<file path="config.mk">
export PLATFORM = sky130hd
export DESIGN_NAME = smbus_i2c_target_port
export DESIGN_NICKNAME = d
export VERILOG_FILES = /design/src/hdl/target_port_pkg.sv /design/src/hdl/byte_fifo.sv /design/src/hdl/smbus_i2c_target_port.sv
export SDC_FILE = /design/constraint.sdc
export NUM_CORES = 1
export LEC_CHECK = 0
export BUFFER_PORTS_ARGS = -buffer_cell sky130_fd_sc_hd__buf_2
export CAP_MARGIN = 20
export CORE_MARGIN = 1.5
export CORE_UTILIZATION = 50
export DETAILED_ROUTE_END_ITERATION = 10
export PLACE_DENSITY_LB_ADDON = 0.25
export SLEW_MARGIN = 20
export SYNTH_ARGS = -nofsm -noshare
export SYNTH_HDL_FRONTEND = slang
export SYNTH_SLANG_ARGS = --single-unit
</file>
<file path="constraint.sdc">
create_clock -name core_clk -period 6.7 [get_ports core_clk]
set_input_delay 0.335 -clock core_clk [delete_from_list [all_inputs] [get_ports core_clk]]
set_output_delay 0.335 -clock core_clk [all_outputs]
set_load 0.01 [all_outputs]
</file>
<file path="src/hdl/target_port_pkg.sv">
// Shared constants and types of the two-wire target port
package target_port_pkg;
    // Core clock rate and glitch filter sizing
    localparam int CORE_CLK_MHZ = 125;
    localparam int SPIKE_NS = 50;
    localparam int FILTER_CYCLES = (SPIKE_NS * CORE_CLK_MHZ + 999) / 1000;
    localparam logic [2:0] FILTER_MAX = 3'(FILTER_CYCLES);
    // Target address and framing
    localparam logic [6:0] TARGET_ADDR = 7'h28;
    localparam logic [3:0] BIT_LAST = 4'h7;
    localparam logic [3:0] BIT_ACK = 4'h8;
    localparam int BYTE_W = 8;
    localparam int FIFO_DEPTH = 16;
    localparam logic [7:0] PTR_RESET = 8'h00;
    localparam logic [7:0] PTR_STEP = 8'h01;
    // Transfer phases of the target
    typedef enum logic [2:0] {
        ST_IDLE,
        ST_ADDR,
        ST_PTR,
        ST_WDATA,
        ST_RDATA,
        ST_IGNORE
    } phase_t;
endpackage

</file>
<file path="src/hdl/byte_fifo.sv">
// Parameterised synchronous FIFO with valid and ready on both sides
`timescale 1ns/1ps
module byte_fifo #(
    parameter int WIDTH = 16,
    parameter int DEPTH = 16
) (
    input wire logic clk,
    input wire logic rstn,
    input wire logic flush,
    input wire logic in_valid,
    output logic in_ready,
    input wire logic [WIDTH-1:0] in_data,
    output logic out_valid,
    input wire logic out_ready,
    output logic [WIDTH-1:0] out_data
);
    localparam int AW = $clog2(DEPTH);

    logic [WIDTH-1:0] mem [DEPTH];
    logic [AW:0] wr_q;
    logic [AW:0] rd_q;
    logic push;
    logic pop;

    // Full and empty from pointer compare
    assign in_ready = (wr_q[AW-1:0] != rd_q[AW-1:0]) || (wr_q[AW] == rd_q[AW]);
    assign out_valid = (wr_q != rd_q);
    assign out_data = mem[rd_q[AW-1:0]];
    assign push = in_valid && in_ready;
    assign pop = out_valid && out_ready;

    // Storage write
    always_ff @(posedge clk) begin
        if (push) begin
            mem[wr_q[AW-1:0]] <= in_data;
        end
    end

    // Pointers
    always_ff @(posedge clk) begin
        if (!rstn || flush) begin
            wr_q <= '0;
            rd_q <= '0;
        end else begin
            if (push) begin
                wr_q <= wr_q + 1'b1;
            end
            if (pop) begin
                rd_q <= rd_q + 1'b1;
            end
        end
    end
endmodule // byte_fifo

</file>
<file path="src/hdl/smbus_i2c_target_port.sv">
// Two-wire target port: bus decoding, register pointer and write stream
`timescale 1ns/1ps
module smbus_i2c_target_port
    import target_port_pkg::*;
(
    input wire logic core_clk,
    input wire logic rstn,
    input wire logic serial_clock_pin_i,
    output logic serial_clock_pin_o,
    output logic serial_clock_pin_oe_n,
    input wire logic serial_data_pin_i,
    output logic serial_data_pin_o,
    output logic serial_data_pin_oe_n,
    output logic wr_valid,
    input wire logic wr_ready,
    output logic [7:0] wr_addr,
    output logic [7:0] wr_data,
    output logic rd_req,
    output logic [7:0] rd_addr,
    input wire logic [7:0] rd_data,
    output logic busy
);
    import target_port_pkg::*;

    // ------------------------------------------------------------
    // Line conditioning
    // ------------------------------------------------------------
    logic [1:0] scl_sync_q;
    logic [1:0] sda_sync_q;
    logic scl_q;
    logic sda_q;
    logic [2:0] scl_cnt_q;
    logic [2:0] sda_cnt_q;

    // Filter step: follow input only after it holds steady
    function automatic logic [2:0] filt_cnt(input logic raw, input logic cur,
                                            input logic [2:0] cnt);
        filt_cnt = (raw == cur) ? 3'h0 : cnt + 3'h1;
    endfunction

    always_ff @(posedge core_clk) begin
        if (!rstn) begin
            scl_sync_q <= 2'h3;
            sda_sync_q <= 2'h3;
        end else begin
            scl_sync_q <= {scl_sync_q[0], serial_clock_pin_i};
            sda_sync_q <= {sda_sync_q[0], serial_data_pin_i};
        end
    end

    always_ff @(posedge core_clk) begin
        if (!rstn) begin
            scl_q <= 1'b1;
            sda_q <= 1'b1;
            scl_cnt_q <= 3'h0;
            sda_cnt_q <= 3'h0;
        end else begin
            scl_cnt_q <= filt_cnt(scl_sync_q[1], scl_q, scl_cnt_q);
            sda_cnt_q <= filt_cnt(sda_sync_q[1], sda_q, sda_cnt_q);
            if (scl_sync_q[1] != scl_q && scl_cnt_q >= FILTER_MAX) begin
                scl_q <= scl_sync_q[1];
                scl_cnt_q <= 3'h0;
            end
            if (sda_sync_q[1] != sda_q && sda_cnt_q >= FILTER_MAX) begin
                sda_q <= sda_sync_q[1];
                sda_cnt_q <= 3'h0;
            end
        end
    end

    // ------------------------------------------------------------
    // Bus events
    // ------------------------------------------------------------
    logic scl_prev_q;
    logic sda_prev_q;
    logic scl_rise;
    logic scl_fall;
    logic start_ev;
    logic stop_ev;

    always_ff @(posedge core_clk) begin
        if (!rstn) begin
            scl_prev_q <= 1'b1;
            sda_prev_q <= 1'b1;
        end else begin
            scl_prev_q <= scl_q;
            sda_prev_q <= sda_q;
        end
    end

    // edges only; a held-low clock simply stalls
    assign scl_rise = scl_q && !scl_prev_q;
    assign scl_fall = !scl_q && scl_prev_q;
    assign start_ev = scl_q && scl_prev_q && sda_prev_q && !sda_q;
    assign stop_ev = scl_q && scl_prev_q && !sda_prev_q && sda_q;

    // ------------------------------------------------------------
    // Write stream buffer
    // ------------------------------------------------------------
    logic fifo_in_valid_q;
    logic fifo_in_ready;
    logic [15:0] fifo_in_data_q;
    logic fifo_out_valid;
    logic [15:0] fifo_out_data;
    logic fifo_pop;

    byte_fifo #(
        .WIDTH(2 * BYTE_W),
        .DEPTH(FIFO_DEPTH)
    ) u_wr_fifo (
        .clk(core_clk),
        .rstn(rstn),
        .flush(1'b0),
        .in_valid(fifo_in_valid_q),
        .in_ready(fifo_in_ready),
        .in_data(fifo_in_data_q),
        .out_valid(fifo_out_valid),
        .out_ready(fifo_pop),
        .out_data(fifo_out_data)
    );

    // ------------------------------------------------------------
    // Protocol engine
    // ------------------------------------------------------------
    phase_t phase_q;
    logic [3:0] bit_q;
    logic [7:0] shift_q;
    logic [7:0] ptr_q;
    logic [7:0] tx_q;
    logic ack_drive_q;
    logic tx_drive_q;
    logic host_ack_q;
    logic byte_done;
    logic [7:0] rx_byte;
    logic addr_hit_q;

    assign byte_done = scl_rise && (bit_q == BIT_LAST);
    assign rx_byte = {shift_q[6:0], sda_q};

    // Bit counter and receive shifter, sampling on clock rise
    always_ff @(posedge core_clk) begin
        if (!rstn || start_ev) begin
            bit_q <= '1; // Clock fall closing the start lands on bit 0
            shift_q <= 8'h00;
            addr_hit_q <= 1'b0;
        end else if (scl_rise) begin
            shift_q <= rx_byte;
            if (bit_q == BIT_LAST) begin
                addr_hit_q <= (phase_q == ST_ADDR) && (rx_byte[7:1] == TARGET_ADDR);
            end
            if (bit_q == BIT_ACK) begin
                host_ack_q <= !sda_q;
            end
        end else if (scl_fall) begin
            bit_q <= (bit_q == BIT_ACK) ? 4'h0 : bit_q + 4'h1;
        end
    end

    always_ff @(posedge core_clk) begin
        if (!rstn) begin
            phase_q <= ST_IDLE;
        end else if (start_ev) begin
            phase_q <= ST_ADDR;
        end else if (stop_ev) begin
            phase_q <= ST_IDLE;
        end else if (byte_done) begin
            case (phase_q)
                ST_ADDR: begin
                    if (rx_byte[7:1] != TARGET_ADDR) begin
                        phase_q <= ST_IGNORE;
                    end else if (rx_byte[0]) begin
                        phase_q <= ST_RDATA;
                    end else begin
                        phase_q <= ST_PTR;
                    end
                end
                ST_PTR: phase_q <= ST_WDATA;
                ST_WDATA: phase_q <= ST_WDATA;
                ST_RDATA: phase_q <= ST_RDATA;
                ST_IGNORE: phase_q <= ST_IGNORE;
                default: phase_q <= ST_IDLE;
            endcase
        end else if (phase_q == ST_RDATA && scl_rise && bit_q == BIT_ACK && sda_q) begin
            // Host NACK ends the read stream
            phase_q <= ST_IGNORE;
        end
    end

    // pointer load and auto-increment with wrap
    always_ff @(posedge core_clk) begin
        if (!rstn) begin
            ptr_q <= PTR_RESET;
        end else if (byte_done && phase_q == ST_PTR) begin
            ptr_q <= rx_byte;
        end else if (byte_done && phase_q == ST_WDATA) begin
            ptr_q <= ptr_q + PTR_STEP;
        end else if (phase_q == ST_RDATA && scl_rise && bit_q == BIT_LAST) begin
            ptr_q <= ptr_q + PTR_STEP;
        end
    end

    // Write stream entry: pointer with data
    always_ff @(posedge core_clk) begin
        if (!rstn) begin
            fifo_in_valid_q <= 1'b0;
            fifo_in_data_q <= 16'h0000;
        end else begin
            fifo_in_valid_q <= byte_done && phase_q == ST_WDATA && fifo_in_ready;
            fifo_in_data_q <= {ptr_q, rx_byte};
        end
    end

    // Read request: fetch byte at pointer when a read byte begins
    always_ff @(posedge core_clk) begin
        if (!rstn) begin
            rd_req <= 1'b0;
            rd_addr <= PTR_RESET;
            tx_q <= 8'h00;
        end else begin
            rd_req <= scl_fall && phase_q == ST_RDATA && bit_q == BIT_ACK;
            rd_addr <= ptr_q;
            if (rd_req) begin
                tx_q <= rd_data;
            end else if (scl_fall && phase_q == ST_RDATA && bit_q < BIT_LAST) begin
                tx_q <= {tx_q[6:0], 1'b0};
            end
        end
    end

    // acknowledge drive; data out during read bits
    always_ff @(posedge core_clk) begin
        if (!rstn || start_ev || stop_ev) begin
            ack_drive_q <= 1'b0;
            tx_drive_q <= 1'b0;
        end else if (scl_fall) begin
            ack_drive_q <= (bit_q == BIT_LAST) && (phase_q == ST_PTR || phase_q == ST_WDATA
                || addr_hit_q);
            tx_drive_q <= (phase_q == ST_RDATA) && (bit_q != BIT_LAST) && !host_ack_q_n();
        end
    end

    // Host acknowledge state after each read byte
    function automatic logic host_ack_q_n();
        host_ack_q_n = (bit_q == BIT_ACK) && !host_ack_q;
    endfunction

    // Pin drivers: open drain, enable low while driving
    always_ff @(posedge core_clk) begin
        if (!rstn) begin
            serial_data_pin_o <= 1'b0;
            serial_data_pin_oe_n <= 1'b1;
            serial_clock_pin_o <= 1'b0;
            serial_clock_pin_oe_n <= 1'b1;
        end else begin
            serial_data_pin_o <= 1'b0;
            serial_data_pin_oe_n <= !(ack_drive_q || (tx_drive_q && !rd_req && !tx_q[7]));
            // clock line is only ever released
            serial_clock_pin_o <= 1'b0;
            serial_clock_pin_oe_n <= 1'b1;
        end
    end

    // User-side write stream and status
    assign fifo_pop = wr_ready || !wr_valid;
    always_ff @(posedge core_clk) begin
        if (!rstn) begin
            wr_valid <= 1'b0;
            wr_addr <= PTR_RESET;
            wr_data <= 8'h00;
            busy <= 1'b0;
        end else begin
            if (fifo_pop) begin
                wr_valid <= fifo_out_valid;
                wr_addr <= fifo_out_data[15:8];
                wr_data <= fifo_out_data[7:0];
            end
            busy <= (phase_q inside {ST_PTR, ST_WDATA, ST_RDATA}) || (phase_q == ST_ADDR && busy);
        end
    end
endmodule // smbus_i2c_target_port

</file>
==> impl_results.rst, run 1 <==
.. list-table::
   :header-rows: 1

   * - Metric
     - Value
   * - Status
     - complete, no violations
   * - Die Outline Area
     - 28290 um2
   * - Number of clock sinks
     - 351
   * - Drt drc
     - 0
   * - Power per Cell Area
     - 294.9 nW/um2
   * - Most used standard cell by instance count after synthesis
     - sky130_fd_sc_hd__edfxtp_1
   * - Number of buffers created by CTS
     - 37
   * - Pins over their slew limit
     - 0
   * - Total via count after detailed routing
     - 7477
   * - Number of nets in the finished design
     - 932
   * - Synth async-reset ratio
     - 0%
   * - Initial Utilization
     - 50.77%
   * - EDFF count, synth
     - 257
   * - Final Routed Wirelength
     - 29720 um
   * - Area growth, synth to finish
     - 11.98%
   * - Distinct cell type count after synthesis
     - 58
   * - Final setup fails
     - 0
   * - Number of fillers in the final layout
     - 2061
   * - Later-pin clock latency in the skew report
     - 0.52 ns
   * - Cell area after synthesis
     - 13640 um2
   * - Io pins
     - 44
   * - Maximum fanout along the worst path
     - 45
   * - Share of cells above drive strength 1
     - 17.52%
   * - Buffer type at the clock tree root
     - sky130_fd_sc_hd__clkbuf_16
   * - Cell accounting for the most synthesized area
     - sky130_fd_sc_hd__edfxtp_1
   * - Most frequent cells after synthesis
     - 257 x sky130_fd_sc_hd__edfxtp_1, 94 x sky130_fd_sc_hd__dfxtp_1, 58 x sky130_fd_sc_hd__a21oi_1
   * - Count of synthesis-stage warnings from yosys
     - 0
   * - Highest attainable clock frequency
     - 345.1 MHz
   * - Hold_buf cts
     - 2
   * - DIE HEIGHT
     - 168.2 um
   * - Maximum root-to-sink buffer count
     - 3
   * - Fin crit period
     - 2.898 ns
   * - Number of gates given a new drive strength after cts
     - 0
   * - Max-Slew Margin vs Limit
     - 39.30%
   * - Number of diodes
     - 0
   * - Critical Path Source Type
     - flip-flop
   * - CP Capture Type
     - flip-flop
   * - Share of the yosys chip area belonging to registers
     - 70.35%
   * - Area of the core
     - 26880 um2
   * - Number of search-and-repair iterations in the first detailed-routing pass
     - 5
   * - Top FF cell, synth
     - sky130_fd_sc_hd__edfxtp_1
   * - Per-cell routed wire length
     - 23.27 um
   * - Required arrival time at the worst endpoint
     - 6.84 ns
   * - Main area contributors after synthesis
     - sky130_fd_sc_hd__edfxtp_1 57%, sky130_fd_sc_hd__dfxtp_1 14%, sky130_fd_sc_hd__mux4_2 7.6%
   * - Maximum level of the CTS H-tree
     - 2
   * - Worst EP arrival
     - 3.04 ns
   * - Clock Pin Slew Worst Setup and Hold Paths
     - 0.06 ns
   * - Global-route wire length before repair
     - 45380 um
   * - Count of max-cap constraint violations
     - 0
   * - Final standard cell utilization of the core
     - 56.85%
   * - Hold violation total from the final report
     - 0
   * - Worst ir drop on vdd
     - 0.0002034 V
   * - Horiz. Die Dim
     - 168.2 um
   * - Worst clock skew
     - 0.01169 ns
   * - Combined global-route utilization of all metal layers
     - 21.80%
   * - Tightest Pin Transition
     - 0.9092 ns
   * - TritonCTS clock tree
     - built
   * - Post-CTS setup buffer count
     - 0
   * - Path category of the worst min-delay check
     - in2reg
   * - Static Leak
     - 4.708 nW
   * - Final cycle utilization of the critical path
     - 43.25%
   * - Setup TNS
     - 0 ns
   * - Largest net degree at the start of global routing
     - 71
   * - Critical path class
     - reg2reg
   * - Input/output buffers
     - 40
   * - Instance count of the mapped netlist
     - 873
   * - Average via count per standard cell
     - 5.855
   * - Synthesized flop and latch total
     - 351
   * - Drt first-iter violations
     - 732
   * - Number of nets with antenna violations after detailed routing
     - 0
   * - Remaining Overflow, GRT
     - 0
   * - Last weighted congestion value of the routability-driven placer
     - 0.8292
   * - Area share of the leading cell type in the synthesized netlist
     - 56.56%
   * - Site row count
     - 60
   * - HPWL after DPL
     - 18410 um
   * - Avg Cell Area, Syn
     - 15.63 um2
   * - Setup repair after global routing missed its margin
     - false
   * - Number of antenna violations at the first check in global routing
     - 0
   * - Via count of the first global-routing pass
     - 7409
placed cells by master (no fill, tap or decap), types with 4 or more instances in the layout:
master and instances:
sky130_fd_sc_hd__nand2b_1 12, sky130_fd_sc_hd__and3_1 16, sky130_fd_sc_hd__clkbuf_8 5, sky130_fd_sc_hd__a211o_1 5
sky130_fd_sc_hd__nand2_1 48, sky130_fd_sc_hd__clkinv_1 4, sky130_fd_sc_hd__a21oi_1 58, sky130_fd_sc_hd__nor2_1 28
sky130_fd_sc_hd__nor3_1 6, sky130_fd_sc_hd__a31oi_1 6, sky130_fd_sc_hd__clkbuf_16 39, sky130_fd_sc_hd__xor2_1 4
sky130_fd_sc_hd__and2_1 13, sky130_fd_sc_hd__xnor2_1 8, sky130_fd_sc_hd__ha_1 12, sky130_fd_sc_hd__a22oi_1 17
sky130_fd_sc_hd__buf_2 40, sky130_fd_sc_hd__clkbuf_1 8, sky130_fd_sc_hd__nor3b_1 4, sky130_fd_sc_hd__edfxtp_1 257
sky130_fd_sc_hd__nor2b_1 9, sky130_fd_sc_hd__o211ai_1 4, sky130_fd_sc_hd__inv_1 14, sky130_fd_sc_hd__o22ai_1 4
sky130_fd_sc_hd__mux4_2 46, sky130_fd_sc_hd__buf_4 10, sky130_fd_sc_hd__o221ai_1 15, sky130_fd_sc_hd__nand4_1 6
sky130_fd_sc_hd__clkinv_2 6, sky130_fd_sc_hd__dfxtp_1 92, sky130_fd_sc_hd__mux2i_1 49, sky130_fd_sc_hd__nand3_1 13
sky130_fd_sc_hd__o21ai_0 30
state kept, by name, indices dropped and copies added, names as in the netlist, 4 cells and up:
name,count
bit_q,4
fifo_in_data_q,16
ptr_q,8
shift_q,7
tx_q,8
u_wr_fifo.mem,256
u_wr_fifo.rd_q,5
u_wr_fifo.wr_q,5
wr_addr,8
wr_data,8
per-stage QoR:
stage	cell area (um2)	setup WS (ns)	hold slack, ns	power (mW)	cells
after detailed placement	14040	3.785	0.3936	2.551	1207
final	15280	3.802	0.08343	4.506	1277
after global placement	14040	3.863	0.3938	2.549	1207
after CTS	15280	3.760	0.07501	4.539	1277
after floorplan	13650	4.251	0.3863	2.509	874
after global routing	15280	3.489	0.08433	4.639	1277
cell type report:
class                           count  area [um2]  area share [%]
Sequential cell                   351        9604           62.86
Multi-Input combinational cell    451        3689           24.14
Clock buffer                       52        1075           7.035
Tap cell                          341       426.7           2.793
Timing Repair Buffer               52       295.3           1.933
Clock inverter                     16       136.4          0.8926
Inverter                           14       52.55          0.3440
worst paths after layout:
check / startpoint / end / slack [ns] / cells after the start
hold reg to reg: sda_sync_q[0] / sda_sync_q[1] / 0.40 / 1
hold / removal: rd_data[7] / tx_q[7] / 0.08 / 3
setup / recovery: u_wr_fifo.rd_q[2] / u_wr_fifo.mem[9][4] / 3.80 / 5
setup reg to reg: u_wr_fifo.rd_q[2] / u_wr_fifo.mem[9][4] / 3.80 / 5
report_power, final:
part	switching, mW	total, mW	internal (mW)
sequential	0.0319	2.35	2.32
combinational	0.0793	0.156	0.0762
clock	0.804	2.00	1.20
routing by layer:
| metal | share of wire [%] | global-route usage (%) | wire length [um] | up-vias |
|---|---|---|---|---|
| li1 | - | - | - | 3428 |
| met1 | 44 | 31.28 | 13200 | 3750 |
| met2 | 47 | 34.33 | 13920 | 256 |
| met3 | 6.7 | 4.231 | 1985 | 43 |
| met4 | 2.1 | 6.172 | 612 | 0 |
| met5 | 0 | 0 | 0 | - |
worst max-delay path, cell delays in order (launching register included):
cell	delay (ns)
sky130_fd_sc_hd__dfxtp_2	0.31
sky130_fd_sc_hd__buf_4	0.49
sky130_fd_sc_hd__xnor2_1	0.17
sky130_fd_sc_hd__nand4_1	0.20
sky130_fd_sc_hd__o21a_1	0.52
sky130_fd_sc_hd__and3_1	0.79
cell families after synthesis:
kind of cell               synth area share (%)
buffers and inverters                     2.714
AOI/OAI and AO/OA                         7.043
muxes                                     11.19
other                                   0.05504
xor gates and xnor gates                 0.7703
and+or+nand+nor                           6.777
DFF                                       70.35
adders and majority gates                 1.100
(Power assumes the default switching activity.)
==> inputs of run 2 (changes only) <==
==> constraint.sdc (replaced) <==
create_clock -name core_clk -period 2.4 [get_ports core_clk]
set_input_delay 0.12 -clock core_clk [delete_from_list [all_inputs] [get_ports core_clk]]
set_output_delay 0.12 -clock core_clk [all_outputs]
set_load 0.01 [all_outputs]
==> impl_results.rst, run 2 (synthesis results as in run 1) <==
.. list-table::
   :header-rows: 1

   * - Metric
     - Value
   * - DIE HEIGHT
     - 168.2 um (unchanged)
   * - Number of diodes
     - 0 (unchanged)
   * - Area growth, synth to finish
     - 14.21%
   * - Die Outline Area
     - 28290 um2 (unchanged)
   * - Last weighted congestion value of the routability-driven placer
     - 0.8192 (-1.2%)
   * - Setup TNS
     - 0 ns (unchanged)
   * - Count of max-cap constraint violations
     - 0 (unchanged)
   * - Via count of the first global-routing pass
     - 7612 (+2.7%)
   * - Clock Pin Slew Worst Setup and Hold Paths
     - 0.06 ns (about the same)
   * - Number of clock sinks
     - 351 (unchanged)
   * - Cell at the slowest stage of the critical path
     - sky130_fd_sc_hd__o21a_1
   * - Io pins
     - 44 (unchanged)
   * - Maximum level of the CTS H-tree
     - 2 (unchanged)
   * - Initial Utilization
     - 50.77% (unchanged)
   * - Cell family contributing the most delay on the critical path
     - compound AO/OA/AOI/OAI gates
   * - Final setup fails
     - 0 (unchanged)
   * - Share of cells above drive strength 1
     - 19.94% (+2.4 points)
   * - Most common cell after layout, fill and taps aside
     - sky130_fd_sc_hd__edfxtp_1
   * - HPWL after DPL
     - 19090 um (+3.7%)
   * - Path category of the worst min-delay check
     - in2reg
   * - Setup repair after global routing missed its margin
     - false
   * - Series of cell instances along the critical path
     - xnor2_1 > nand4_1 > o21a_1 > and3_1 > buf_4
   * - Worst slack, placed
     - 0.2394 ns (-3.546 ns)
   * - Final Routed Wirelength
     - 29020 um (-2.3%)
   * - Worst ir drop on vdd
     - 0.0004571 V (+120%)
   * - Remaining Overflow, GRT
     - 0 (unchanged)
   * - Cells after DPL
     - 1245 (+3.1%)
   * - Drt drc
     - 0 (unchanged)
   * - Total power consumption of the routed design
     - 12.23 mW (+170%)
   * - Maximum fanout along the worst path
     - 17 (-62%)
   * - Number of nets with antenna violations after detailed routing
     - 0 (unchanged)
   * - Max-Slew Margin vs Limit
     - 40.18% (+0.88 points)
   * - Total via count after detailed routing
     - 7592 (+1.5%)
   * - Number of buffers created by CTS
     - 36 (-2.7%)
   * - Fin crit period
     - 2.159 ns (-0.7388 ns)
   * - Hold violation total from the final report
     - 0 (unchanged)
   * - Number of antenna violations at the first check in global routing
     - 0 (unchanged)
   * - Highest attainable clock frequency
     - 463.2 MHz (+34%)
   * - CP Capture Type
     - flip-flop
   * - Horiz. Die Dim
     - 168.2 um (unchanged)
   * - Status
     - complete, no violations
   * - Top library cells by usage in the layout, fill and taps aside
     - 257 x sky130_fd_sc_hd__edfxtp_1, 92 x sky130_fd_sc_hd__dfxtp_1, 58 x sky130_fd_sc_hd__a21oi_1
   * - Number of gates given a new drive strength after cts
     - 0 (unchanged)
   * - Power per Cell Area
     - 785.0 nW/um2 (+170%)
   * - Largest net degree at the start of global routing
     - 60 (-15%)
   * - Tightest Pin Transition
     - 0.8960 ns (-0.01319 ns)
   * - Combined global-route utilization of all metal layers
     - 21.17% (-0.64 points)
   * - Cell area after layout
     - 15580 um2 (+2.0%)
   * - Setup slack of the critical path after layout
     - 0.2412 ns (-3.561 ns)
   * - Buffers and inverters on the worst path
     - 1 (unchanged)
   * - Non-Filler Instances
     - 1319 (+3.3%)
   * - Maximum root-to-sink buffer count
     - 3 (unchanged)
   * - Pins over their slew limit
     - 0 (unchanged)
   * - Worst EP arrival
     - 2.36 ns (-0.68 ns)
   * - Drt first-iter violations
     - 672 (-8.2%)
   * - Instance area at placement
     - 14370 um2 (+2.3%)
   * - Required arrival time at the worst endpoint
     - 2.60 ns (-4.24 ns)
   * - Input/output buffers
     - 40 (unchanged)
   * - Post-CTS setup buffer count
     - 0 (unchanged)
   * - Global-route wire length before repair
     - 45020 um (-0.79%)
   * - Average via count per standard cell
     - 5.756 (-1.7%)
   * - Per-cell routed wire length
     - 22.00 um (-5.5%)
   * - Later-pin clock latency in the skew report
     - 0.51 ns (about the same)
   * - Max reg flops
     - 256 (unchanged)
   * - Buffer type at the clock tree root
     - sky130_fd_sc_hd__clkbuf_16
   * - Final cycle utilization of the critical path
     - 89.95% (+47 points)
   * - Longest individual stage delay on the worst path
     - 0.54 ns (-0.25 ns)
   * - Static Leak
     - 4.981 nW (+5.8%)
   * - Site row count
     - 60 (unchanged)
   * - Critical path class
     - reg2reg
   * - TritonCTS clock tree
     - built
   * - Area of the core
     - 26880 um2 (unchanged)
   * - Hold_buf cts
     - 11 (+9)
   * - Number of search-and-repair iterations in the first detailed-routing pass
     - 5 (unchanged)
   * - Number of nets in the finished design
     - 978 (+4.9%)
   * - Critical Path Source Type
     - flip-flop
   * - Worst clock skew
     - 0.01277 ns (+0.001078 ns)
==> run 2: changes by cell type in the layout (fill, tap and decap cells not counted), moves of 2 or more <==
cell,delta
sky130_fd_sc_hd__dlygate4sd3_1,+9
sky130_fd_sc_hd__clkinvlp_4,-2
sky130_fd_sc_hd__clkbuf_8,-4
sky130_fd_sc_hd__buf_4,+35
sky130_fd_sc_hd__buf_12,+3
sky130_fd_sc_hd__clkbuf_16,-2
==> run 2: path summary, 6_finish.rpt <==
kind,start,end,slack (ns),cells past startpoint
min,rstn,serial_data_pin_oe_n,0.06,2
max reg2reg,u_wr_fifo.wr_q[3],u_wr_fifo.mem[1][5],0.24,5
min reg2reg,sda_sync_q[0],sda_sync_q[1],0.41,1
max,u_wr_fifo.wr_q[3],u_wr_fifo.mem[1][5],0.24,5
==> run 2: routing by layer <==
layer | part of all wire, % | track usage [%]
met1 | 45 | 29.94
met2 | 48 | 34.18
met3 | 4.4 | 2.797
met4 | 2.8 | 7.337
met5 | 0 | 0
==> run 2: worst reg2reg max path, stage by stage, from the launching register on <==
cell,delay (ns)
sky130_fd_sc_hd__dfxtp_1,0.48
sky130_fd_sc_hd__xnor2_1,0.15
sky130_fd_sc_hd__nand4_1,0.17
sky130_fd_sc_hd__o21a_1,0.54
sky130_fd_sc_hd__and3_1,0.30
sky130_fd_sc_hd__buf_4,0.22
==> run 2: per-stage QoR <==
| step | hold WS, ns | utilization [%] |
|---|---|---|
| 2_1_floorplan | 0.2215 | - |
| 3_3_place_gp | 0.3088 | 53.46 |
| 3_5_place_dp | 0.3112 | 53.47 |
| 4_1_cts | 0.04499 | 57.98 |
| 5_1_grt | 0.1111 | 57.98 |
| 6_report | 0.05522 | 57.98 |
==> run 2: layout make-up <==
class                           instances  area, um2
Clock buffer                           47      973.4
Clock inverter                         16      130.1
Fill cell                            2113      11290
Inverter                               14      52.55
Multi-Input combinational cell        451       3689
Sequential cell                       351       9604
Tap cell                              341      426.7
Timing Repair Buffer                   99      708.2
==> run 2: power breakdown <==
part | switching (mW) | internal, mW | total (mW)
clock | 2.16 | 3.07 | 5.23
combinational | 0.275 | 0.234 | 0.509
sequential | 0.0315 | 6.46 | 6.49
total | 2.46 | 9.77 | 12.2
==> inputs of run 3 (changes only) <==
--- a/config.mk
+++ b/config.mk
@@ -8,7 +8,7 @@
 export BUFFER_PORTS_ARGS = -buffer_cell sky130_fd_sc_hd__buf_2
 export CAP_MARGIN = 20
 export CORE_MARGIN = 1.5
-export CORE_UTILIZATION = 50
+export CORE_UTILIZATION = 35
 export DETAILED_ROUTE_END_ITERATION = 10
 export PLACE_DENSITY_LB_ADDON = 0.25
 export SLEW_MARGIN = 20
==> impl_results.rst, run 3 (synthesis results as in run 1) <==
.. list-table::
   :header-rows: 1

   * - Metric
     - Value
   * - Status
     - complete, no violations
   * - Path category of the worst min-delay check
     - in2reg
   * - Highest attainable clock frequency
     - 459.7 MHz (-0.75%)
   * - Per-cell routed wire length
     - 21.91 um (-0.43%)
   * - Critical Path Source Type
     - flip-flop
   * - Final setup fails
     - 0 (unchanged)
   * - Static Leak
     - 4.978 nW (about the same)
   * - Horiz. Die Dim
     - 200.4 um (+19%)
   * - Setup TNS
     - 0 ns (unchanged)
   * - Number of diodes
     - 0 (unchanged)
   * - Combined global-route utilization of all metal layers
     - 16.37% (-4.8 points)
   * - Final standard cell utilization of the core
     - 41.25% (-17 points)
   * - Number of search-and-repair iterations in the first detailed-routing pass
     - 5 (unchanged)
   * - Hold_buf cts
     - 11 (unchanged)
   * - Post-CTS setup buffer count
     - 0 (unchanged)
   * - Number of gates given a new drive strength after cts
     - 0 (unchanged)
   * - Maximum level of the CTS H-tree
     - 2 (unchanged)
   * - CP Capture Type
     - flip-flop
   * - Total via count after detailed routing
     - 7641 (+0.65%)
   * - Site row count
     - 72 (+20%)
   * - Drt drc
     - 0 (unchanged)
   * - Count of max-cap constraint violations
     - 0 (unchanged)
   * - Die Outline Area
     - 40180 um2 (+42%)
   * - Number of fillers in the final layout
     - 3558 (+68%)
   * - Most common cell after layout, fill and taps aside
     - sky130_fd_sc_hd__edfxtp_1
   * - Worst EP arrival
     - 2.42 ns (+0.06 ns)
   * - Area growth, synth to finish
     - 16.57%
   * - Global-route wire length before repair
     - 48820 um (+8.4%)
   * - Fin crit period
     - 2.175 ns (+0.01636 ns)
   * - Setup repair after global routing missed its margin
     - false
   * - Input/output buffers
     - 40 (unchanged)
   * - Maximum fanout along the worst path
     - 17 (unchanged)
   * - Top library cells by usage in the layout, fill and taps aside
     - 257 x sky130_fd_sc_hd__edfxtp_1, 92 x sky130_fd_sc_hd__dfxtp_1, 58 x sky130_fd_sc_hd__a21oi_1
   * - Worst reg-to-reg setup slack
     - 0.22 ns (-0.02 ns)
   * - Hold violation total from the final report
     - 0 (unchanged)
   * - Last weighted congestion value of the routability-driven placer
     - 0.7871 (-3.9%)
   * - DIE HEIGHT
     - 200.4 um (+19%)
   * - Non-Filler Instances
     - 1493 (+13%)
   * - Initial Utilization
     - 35.39% (-15 points)
   * - Number of clock sinks
     - 351 (unchanged)
   * - Drt first-iter violations
     - 505 (-25%)
   * - Setup slack of the critical path after layout
     - 0.2249 ns (-0.01636 ns)
   * - Io pins
     - 44 (unchanged)
   * - Via count of the first global-routing pass
     - 7612 (unchanged)
   * - Max reg flops
     - 256 (unchanged)
   * - Largest net degree at the start of global routing
     - 49 (-18%)
   * - Number of nets with antenna violations after detailed routing
     - 0 (unchanged)
   * - Longest individual stage delay on the worst path
     - 0.51 ns (-0.03 ns)
   * - Maximum root-to-sink buffer count
     - 3 (unchanged)
   * - Pins over their slew limit
     - 0 (unchanged)
   * - Cells after DPL
     - 1414 (+14%)
   * - Buffer type at the clock tree root
     - sky130_fd_sc_hd__clkbuf_16
   * - Number of buffers created by CTS
     - 39 (+8.3%)
   * - TritonCTS clock tree
     - built
   * - Share of cells above drive strength 1
     - 19.28% (-0.66 points)
   * - Cell at the slowest stage of the critical path
     - sky130_fd_sc_hd__o21a_1
   * - Worst ir drop on vdd
     - 0.0004413 V (-3.5%)
   * - Area of the core
     - 38560 um2 (+43%)
   * - Required arrival time at the worst endpoint
     - 2.64 ns (+0.04 ns)
   * - Power per Cell Area
     - 791.0 nW/um2 (+0.76%)
   * - Number of nets in the finished design
     - 973 (-0.51%)
   * - Max-Slew Margin vs Limit
     - 36.68% (-3.5 points)
   * - Tightest Pin Transition
     - 0.9484 ns (+0.05241 ns)
   * - Final Routed Wirelength
     - 32710 um (+13%)
   * - Series of cell instances along the critical path
     - xnor2_1 > nand4_1 > o21a_1 > and3_1 > buf_12
   * - Number of antenna violations at the first check in global routing
     - 0 (unchanged)
   * - Remaining Overflow, GRT
     - 0 (unchanged)
   * - Final cycle utilization of the critical path
     - 90.63% (+0.68 points)
   * - Critical path class
     - reg2reg
   * - Worst clock skew
     - 0.01299 ns (+0.0002292 ns)
   * - Average via count per standard cell
     - 5.118 (-11%)
   * - HPWL after DPL
     - 20700 um (+8.4%)
   * - Worst slack, placed
     - 0.2799 ns (+0.04052 ns)
   * - Clock Pin Slew Worst Setup and Hold Paths
     - 0.06 ns (about the same)
   * - Later-pin clock latency in the skew report
     - 0.54 ns (+0.03 ns)
==> run 3: worst paths after layout <==
| check | depth (start not counted) | to | start |
|---|---|---|---|
| worst max-delay path | 5 | u_wr_fifo.mem[0][5] | u_wr_fifo.wr_q[3] |
| worst min-delay path | 2 | serial_data_pin_oe_n | rstn |
| worst max register to register | 5 | u_wr_fifo.mem[0][5] | u_wr_fifo.wr_q[3] |
| worst min register to register | 1 | sda_sync_q[1] | sda_sync_q[0] |
==> run 3: worst max-delay path: cells and delay by family (launching register included) <==
kind,cells,cell delay [ns]
flops,1,0.50
xor+xnor,1,0.15
compound gates,1,0.51
simple gates,2,0.53
buf+inv,1,0.19
==> run 3: layer usage <==
layer	up-vias	track usage [%]	wire, um
met4	0	5.639	912
met3	48	3.279	1734
li1	3512	-	-
met1	3868	22.64	14770
met5	-	0	0
met2	213	25.79	15290
==> run 3: cell type report <==
class / count / area (um2) / area share, %
clock buffers: 48 / 1062 / 6.679
clock inverters: 20 / 122.6 / 0.7709
inverters: 14 / 52.55 / 0.3304
multi-input cells: 451 / 3692 / 23.21
flip-flops and latches: 351 / 9604 / 60.38
well taps: 518 / 648.1 / 4.075
repair buffers: 91 / 723.2 / 4.547
==> run 3: power by group <==
part	switching [mW]	total, mW	internal, mW
clock	2.31	5.55	3.24
combinational	0.289	0.535	0.245
sequential	0.0358	6.50	6.46
total	2.64	12.6	9.95
==> run 3: metrics by stage <==
step                      hold WS [ns]  power, mW  cell area (um2)
final                          0.05241      12.58            15910
after global routing           0.07587      13.01            15910
after detailed placement        0.3038      7.163            14610
after global placement          0.3030      7.164            14610
after floorplan                 0.2215      7.003            13650
after CTS                      0.04422      12.75            15910
